$ cat config.mk
export PLATFORM = sky130hd
export DESIGN_NAME = bpao_top
export DESIGN_NICKNAME = d
export VERILOG_FILES = /design/src/design/bpao_pkg.sv /design/src/design/bpao_pin_cell.sv /design/src/design/bpao_top.sv
export SDC_FILE = /design/constraint.sdc
export NUM_CORES = 1
export LEC_CHECK = 0
export BUFFER_PORTS_ARGS = -buffer_cell sky130_fd_sc_hd__buf_2
export CAP_MARGIN = 20
export CORE_ASPECT_RATIO = 0.7
export CORE_MARGIN = 2
export CORE_UTILIZATION = 45
export CTS_BUF_LIST = sky130_fd_sc_hd__clkbuf_4 sky130_fd_sc_hd__clkbuf_8
export DETAILED_ROUTE_END_ITERATION = 8
export PLACE_DENSITY = 0.68
export SLEW_MARGIN = 10
export SYNTH_ARGS = -nofsm -noshare
export SYNTH_HDL_FRONTEND = slang
export SYNTH_SLANG_ARGS = --single-unit
export TNS_END_PERCENT = 1
$ cat constraint.sdc
create_clock -name clk_sys_in -period 1.7 [get_ports clk_sys_in]
set_clock_uncertainty 0.15 [all_clocks]
set_input_delay 0.255 -clock clk_sys_in [delete_from_list [all_inputs] [get_ports clk_sys_in]]
set_output_delay 0.255 -clock clk_sys_in [all_outputs]
set_load 0.1 [all_outputs]
$ cat src/design/bpao_pkg.sv
// Functional notes
// - Eight bidirectional pins, per-pin direction bits
// - Direction bit one makes pin input
// - Direction bit zero drives latch value
// - Latch register reads latch, not pins
// - Each pin configured independently
// - Reset leaves all pins as inputs
// - Enabled memory interface drives address pins
// - Address beats latch on those pins
// - Direction ignored there, register unchanged
// - Pins 0-3 carry address 16-19
// - Interface enabled when bus-disable bit clear
package bpao_pkg;
  // ****************************************
  // Widths
  // ****************************************
  localparam int unsigned PORT_W = 8;
  localparam int unsigned ADDR_W = 4;
  localparam int unsigned OVR_W = 4;
  localparam int unsigned DATA_W = 8;
  // ****************************************
  // Register offsets
  // ****************************************
  localparam logic [3:0] OFF_DIR = 4'h0;
  localparam logic [3:0] OFF_PIN = 4'h1;
  localparam logic [3:0] OFF_LAT = 4'h2;
  localparam logic [3:0] OFF_MIC = 4'h3;
  // ****************************************
  // Fields and reset values
  // ****************************************
  localparam int unsigned MIC_BUS_DIS_BIT = 7;
  localparam logic [7:0] DIR_RST = 8'hff;
  localparam logic [7:0] LAT_RST = 8'h00;
  localparam logic [7:0] MIC_RST = 8'h80;
  localparam logic [7:0] UNMAPPED_RD = 8'h00;
endpackage

$ cat src/design/bpao_pin_cell.sv
`timescale 1ns/1ps
module bpao_pin_cell (
  input wire logic clk_sys_in,
  input wire logic reset_n_in,
  input wire logic dir_in,
  input wire logic lat_in,
  input wire logic ovr_en_in,
  input wire logic ovr_val_in,
  input wire logic pin_in,
  output logic pin_out,
  output logic pin_oe_out,
  output logic pin_sync_out
);
  // ****************************************
  // Driver and input synchroniser
  // ****************************************
  logic out_reg, out_next, oe_reg, oe_next, s1_reg, s2_reg;
  always_comb begin
    if (ovr_en_in) begin
      out_next = ovr_val_in;
      oe_next = 1'b1;
    end else begin
      out_next = lat_in;
      oe_next = ~dir_in;
    end
  end
  always_ff @(posedge clk_sys_in) begin
    if (!reset_n_in) begin
      out_reg <= 1'b0;
      oe_reg <= 1'b0;
      s1_reg <= 1'b0;
      s2_reg <= 1'b0;
    end else begin
      out_reg <= out_next;
      oe_reg <= oe_next;
      s1_reg <= pin_in;
      s2_reg <= s1_reg;
    end
  end
  assign pin_out = out_reg;
  assign pin_oe_out = oe_reg;
  assign pin_sync_out = s2_reg;
endmodule

$ cat src/design/bpao_top.sv
// Our own choices: the address-and-strobe port and the register offsets.
`timescale 1ns/1ps
module bpao_top (
  input wire logic clk_sys_in,
  input wire logic reset_n_in,
  input wire logic [3:0] addr_in,
  input wire logic [7:0] wdata_in,
  input wire logic wr_in,
  input wire logic rd_in,
  output logic [7:0] rdata_out,
  input wire logic [3:0] ext_addr_hi_in,
  input wire logic [7:0] port_pin_in,
  output logic [7:0] port_pin_out,
  output logic [7:0] port_pin_oe_out,
  output logic ext_bus_enabled_out
);
  // ****************************************
  // Registers
  // ****************************************
  logic [7:0] dir_reg, dir_next, lat_reg, lat_next, mic_reg, mic_next;
  logic [7:0] rdata_reg, rdata_next;
  logic ebus_reg, ebus_next;
  logic [7:0] pin_sync;
  logic ovr_en;
  logic wr_dir, wr_pin, wr_lat, wr_mic;

  // ****************************************
  // Write decode
  // ****************************************
  assign wr_dir = wr_in && (addr_in == bpao_pkg::OFF_DIR);
  assign wr_pin = wr_in && (addr_in == bpao_pkg::OFF_PIN);
  assign wr_lat = wr_in && (addr_in == bpao_pkg::OFF_LAT);
  assign wr_mic = wr_in && (addr_in == bpao_pkg::OFF_MIC);

  // ****************************************
  // Direction register
  // ****************************************
  always_comb begin
    dir_next = dir_reg;
    if (wr_dir) begin
      dir_next = wdata_in;
    end
  end
  always_ff @(posedge clk_sys_in) begin
    if (!reset_n_in) begin
      dir_reg <= bpao_pkg::DIR_RST;
    end else begin
      dir_reg <= dir_next;
    end
  end

  // ****************************************
  // Output latch
  // ****************************************
  // Both latch offsets write here; pins see it one cycle later
  always_comb begin
    lat_next = lat_reg;
    if (wr_lat) begin
      lat_next = wdata_in;
    end else if (wr_pin) begin
      lat_next = wdata_in;
    end
  end
  always_ff @(posedge clk_sys_in) begin
    if (!reset_n_in) begin
      lat_reg <= bpao_pkg::LAT_RST;
    end else begin
      lat_reg <= lat_next;
    end
  end

  // ****************************************
  // Memory interface control
  // ****************************************
  always_comb begin
    mic_next = mic_reg;
    if (wr_mic) begin
      mic_next = wdata_in;
    end
  end
  always_ff @(posedge clk_sys_in) begin
    if (!reset_n_in) begin
      mic_reg <= bpao_pkg::MIC_RST;
    end else begin
      mic_reg <= mic_next;
    end
  end

  // ****************************************
  // Override enable
  // ****************************************
  // Bus-disable set at reset keeps the address pins free for software
  assign ovr_en = ~mic_reg[bpao_pkg::MIC_BUS_DIS_BIT];
  always_comb begin
    ebus_next = ovr_en;
  end
  always_ff @(posedge clk_sys_in) begin
    if (!reset_n_in) begin
      ebus_reg <= 1'b0;
    end else begin
      ebus_reg <= ebus_next;
    end
  end

  // ****************************************
  // Read path
  // ****************************************
  always_comb begin
    rdata_next = 8'h00;
    if (rd_in) begin
      case (addr_in)
        bpao_pkg::OFF_DIR: rdata_next = dir_reg;
        bpao_pkg::OFF_PIN: rdata_next = pin_sync;
        bpao_pkg::OFF_LAT: rdata_next = lat_reg;
        bpao_pkg::OFF_MIC: rdata_next = mic_reg;
        default: rdata_next = bpao_pkg::UNMAPPED_RD;
      endcase
    end
  end
  always_ff @(posedge clk_sys_in) begin
    if (!reset_n_in) begin
      rdata_reg <= 8'h00;
    end else begin
      rdata_reg <= rdata_next;
    end
  end
  assign rdata_out = rdata_reg;
  assign ext_bus_enabled_out = ebus_reg;

  // ****************************************
  // Pin cells
  // ****************************************
  // Address pins need a flop too, so outputs stay registered
  // Pins 0-3 share the override; pins 4-7 never see it
  bpao_pin_cell pin_cell_0 (
    .clk_sys_in(clk_sys_in),
    .reset_n_in(reset_n_in),
    .dir_in(dir_reg[0]),
    .lat_in(lat_reg[0]),
    .ovr_en_in(ovr_en),
    .ovr_val_in(ext_addr_hi_in[0]),
    .pin_in(port_pin_in[0]),
    .pin_out(port_pin_out[0]),
    .pin_oe_out(port_pin_oe_out[0]),
    .pin_sync_out(pin_sync[0])
  );
  bpao_pin_cell pin_cell_1 (
    .clk_sys_in(clk_sys_in),
    .reset_n_in(reset_n_in),
    .dir_in(dir_reg[1]),
    .lat_in(lat_reg[1]),
    .ovr_en_in(ovr_en),
    .ovr_val_in(ext_addr_hi_in[1]),
    .pin_in(port_pin_in[1]),
    .pin_out(port_pin_out[1]),
    .pin_oe_out(port_pin_oe_out[1]),
    .pin_sync_out(pin_sync[1])
  );
  bpao_pin_cell pin_cell_2 (
    .clk_sys_in(clk_sys_in),
    .reset_n_in(reset_n_in),
    .dir_in(dir_reg[2]),
    .lat_in(lat_reg[2]),
    .ovr_en_in(ovr_en),
    .ovr_val_in(ext_addr_hi_in[2]),
    .pin_in(port_pin_in[2]),
    .pin_out(port_pin_out[2]),
    .pin_oe_out(port_pin_oe_out[2]),
    .pin_sync_out(pin_sync[2])
  );
  bpao_pin_cell pin_cell_3 (
    .clk_sys_in(clk_sys_in),
    .reset_n_in(reset_n_in),
    .dir_in(dir_reg[3]),
    .lat_in(lat_reg[3]),
    .ovr_en_in(ovr_en),
    .ovr_val_in(ext_addr_hi_in[3]),
    .pin_in(port_pin_in[3]),
    .pin_out(port_pin_out[3]),
    .pin_oe_out(port_pin_oe_out[3]),
    .pin_sync_out(pin_sync[3])
  );

  bpao_pin_cell pin_cell_4 (
    .clk_sys_in(clk_sys_in),
    .reset_n_in(reset_n_in),
    .dir_in(dir_reg[4]),
    .lat_in(lat_reg[4]),
    .ovr_en_in(1'b0),
    .ovr_val_in(1'b0),
    .pin_in(port_pin_in[4]),
    .pin_out(port_pin_out[4]),
    .pin_oe_out(port_pin_oe_out[4]),
    .pin_sync_out(pin_sync[4])
  );
  bpao_pin_cell pin_cell_5 (
    .clk_sys_in(clk_sys_in),
    .reset_n_in(reset_n_in),
    .dir_in(dir_reg[5]),
    .lat_in(lat_reg[5]),
    .ovr_en_in(1'b0),
    .ovr_val_in(1'b0),
    .pin_in(port_pin_in[5]),
    .pin_out(port_pin_out[5]),
    .pin_oe_out(port_pin_oe_out[5]),
    .pin_sync_out(pin_sync[5])
  );
  bpao_pin_cell pin_cell_6 (
    .clk_sys_in(clk_sys_in),
    .reset_n_in(reset_n_in),
    .dir_in(dir_reg[6]),
    .lat_in(lat_reg[6]),
    .ovr_en_in(1'b0),
    .ovr_val_in(1'b0),
    .pin_in(port_pin_in[6]),
    .pin_out(port_pin_out[6]),
    .pin_oe_out(port_pin_oe_out[6]),
    .pin_sync_out(pin_sync[6])
  );
  bpao_pin_cell pin_cell_7 (
    .clk_sys_in(clk_sys_in),
    .reset_n_in(reset_n_in),
    .dir_in(dir_reg[7]),
    .lat_in(lat_reg[7]),
    .ovr_en_in(1'b0),
    .ovr_val_in(1'b0),
    .pin_in(port_pin_in[7]),
    .pin_out(port_pin_out[7]),
    .pin_oe_out(port_pin_oe_out[7]),
    .pin_sync_out(pin_sync[7])
  );
endmodule

==> summary.md <==
| Metric | Value |
|---|---|
| Worst VDD drop | `0.000615 V` |
| GR Util met3 | `0.0734` |
| CTS sink count | `between 60 and 70` |
| CTS tree | `done` |
| GR Util All Layers | `0.167` |
| I/O Pins | `53` |
| DR iter-0 viols | `75` |
| First-pass iteration count of the detailed router | `4` |
| Placed cells | `330` |
| CP arrival | `1.10 ns` |
| Endpoints failing setup | `0` |
| Clock Root Buffer | `clkbuf_8` |
| Clock slew seen by the registers of the worst setup and hold paths | `0.07 ns` |
| Vias | `1610` |
| Number of synthesized register bits | `between 60 and 70` |
| Max-Slew Margin vs Limit | `0.671` |
| Layout area overhead | `21.6%` |
| Pwr/cell area | `between 1000 and 1500 nW/um^2` |
| Status | `finished, final reports clean` |
| Area fraction of the dominant cell type after synthesis | `0.533` |
| Stages on worst setup path | `1` |
| LEAKAGE | `roughly 1.5 nW` |
| Area of the multi-input gates | `922 sq um` |
| Final hold vios | `0` |
| Worst setup path category | `reg -> out` |
| Die extent in y | `65.6 um` |
| Antenna Diode Count | `0` |
| Worst hold path type | `in -> reg` |
| Startpoint types | `register` |
| Synth cell types | `23` |
| Later-pin clock latency in the skew report | `between 0.3 and 0.4 ns` |
| Initial core utilization | `0.467` |
| Final Max Tran Viols | `0` |
| Reg2reg end | `rdata_out[7]` |
| Nets | `306` |
| Tmin final | `1.51 ns` |
| Worst-Margin Slew | `0.498 ns` |
| Worst setup path start | `rdata_out[7]` |
| Crit-path cells | `buf_2` |
| Routing usage on met1 | `0.223` |
| CTS Buf Count | `9` |
| Mean post-synth cell area | `roughly 11 sq um` |
| Overflow after GRT | `0` |
| Post-synthesis sequential area ratio | `0.533` |
| Max incr delay on CP | `between 0.4 and 0.5 ns` |
| Post-route ant nets | `0` |
| Largest net degree at the start of global routing | `21` |
| Routed WL | `4480 um` |
| Buffer and inverter count on the worst path | `1` |
| Vias in the first global route | `roughly 1500` |
| Mapped cell area | `2440 sq um` |
| RD Place Congestion | `0.811` |
| Critical path required time | `roughly 1.3 ns` |
| Hpwl dp | `about 3200 um` |
| Share of cells above drive strength 1 | `0.272` |
| Fill cells | `459` |
| CTS Hold Buffers Added | `9` |
| Critical Path End Type | `output pin` |
| Yosys top cell by area | `dfxtp_1` |
| Worst r2r src | `lat_reg[7]` |
| R2R depth | `2` |
| H-tree depth | `3` |
| Setup bufs post-CTS | `0` |
| Slowest CP cell | `buf_2` |
| Sequential cell area | `1300 sq um` |
| Drt drc | `0` |
| GR peak layer | `met2` |
| YS warnings | `0` |
| Post-route insts no fill | `between 300 and 400` |
| CTS resizes | `0` |
| Row Count | `22` |
| DR vias/cell | `around 4.5` |
| Area contributors post-synth | `dfxtp_1 (53%), mux2i_1 (16%), and2_1 (6.2%), buf_4 (5.8%), nand2_1 (3.5%)` |
| FMAX | `664 MHz` |
| I/O Buffers | `52` |
| Worst reg2reg setup slack | `0.49 ns` |
| Core ar. | `~5200 sq um` |
| Die width | `92.0 um` |
| Crit Path Max Fanout | `1` |
| Tcrit/Tclk final | `0.886` |
| Clk buf depth | `2` |
| Syn_nets | `258` |
| RSZ-0062 raised after global routing | `no` |
| Crit path to | `rdata_out[7]` |
| Initial antenna violation count | `0` |
| GRT met2 Usage | `0.234` |
| Max_cap viols | `0` |
| Delay-heaviest family, CP | `buffers and inverters` |
| Die area | `about 6000 sq um` |
| Wire length per cell | `12.6 um` |
| Gate Count Post-Synth | `230` |
| First-pass GRT wire length | `7330 um` |
| Setup TNS | `0 ns` |
-- metal layers --
layer,vias to the layer above,routed length [um],share of wire
li1,843,-,-
met1,719,2340,0.52
met2,43,1820,0.41
met3,5,271,0.060
met4,0,47,0.010
met5,-,0,0
-- cells in the final DEF (no fill, tap or decap), drive strengths merged, types with 4 or more instances in the layout --
cell type,instances
nand2,23
dfxtp,65
nor2b,13
o22ai,7
dlygate4sd3,9
and2,24
buf,58
clkbuf,11
o211ai,4
mux2i,38
inv,8
a21boi,4
nand4,5
-- cell families (layout without fill, tap and decap cells) --
kind of cell | count (synthesis) | in the layout | synth area share
AND/OR/NAND/NOR | 72 | 72 | 0.165
flip-flops | 65 | 65 | 0.533
multiplexers | 39 | 39 | 0.167
buffers and inverters | 38 | 91 | 0.0887
AO/OA/AOI/OAI | 15 | 15 | 0.0426
XOR/XNOR | 1 | 1 | 0.00359
-- cell type report --
cell class              instances  area share
flip-flops and latches         65       0.438
multi-input cells             127       0.311
repair buffers                 67       0.133
clock buffers                  11      0.0510
well taps                      72      0.0304
clock inverters                 5      0.0261
inverters                       8      0.0101
-- where the power goes --
part	switching [mW]	internal, mW	total, mW
clock	0.562	0.899	1.46
combinational	0.146	0.0993	0.245
sequential	0.0121	1.56	1.57
-- how the worst min path moves through the flow --
stage,from,end,cells past startpoint
global route,ext_addr_hi_in[3],pin_cell_3.pin_out,3
finish,ext_addr_hi_in[3],pin_cell_3.pin_out,3
CTS,ext_addr_hi_in[3],pin_cell_3.pin_out,3
floorplan,port_pin_in[0],pin_cell_0.s1_reg,1
detailed placement,pin_cell_3.s1_reg,pin_cell_3.pin_sync_out,1
global placement,pin_cell_0.s1_reg,pin_cell_0.pin_sync_out,1
-- cells in the mapped netlist, drive strengths merged --
library cell  number
nand3              1
xor2               1
mux4               1
nor2b             13
or3b               1
and3               2
inv                8
nand2             23
clkbuf            10
dfxtp             65
nor2               2
o22ai              7
a21boi             4
or3                1
nand4              5
and2              24
mux2i             38
o211ai             4
buf               20
-- through the flow --
stage / instance area (sq um) / total power, mW / hold slack (ns) / util / worst slack [ns]
6_report: 2970 / 3.28 / 0.0147 / 0.567 / 0.194
2_1_floorplan: 2440 / 1.77 / 0.232 / - / 0.326
3_3_place_gp: 2650 / 1.83 / 0.264 / 0.506 / 0.174
4_1_cts: 2970 / 3.32 / 0.00187 / 0.567 / 0.179
5_1_grt: 2970 / 3.42 / 0.0153 / 0.567 / 0.155
3_5_place_dp: 2650 / 1.83 / 0.268 / 0.506 / 0.141
(Power assumes the default switching activity.)
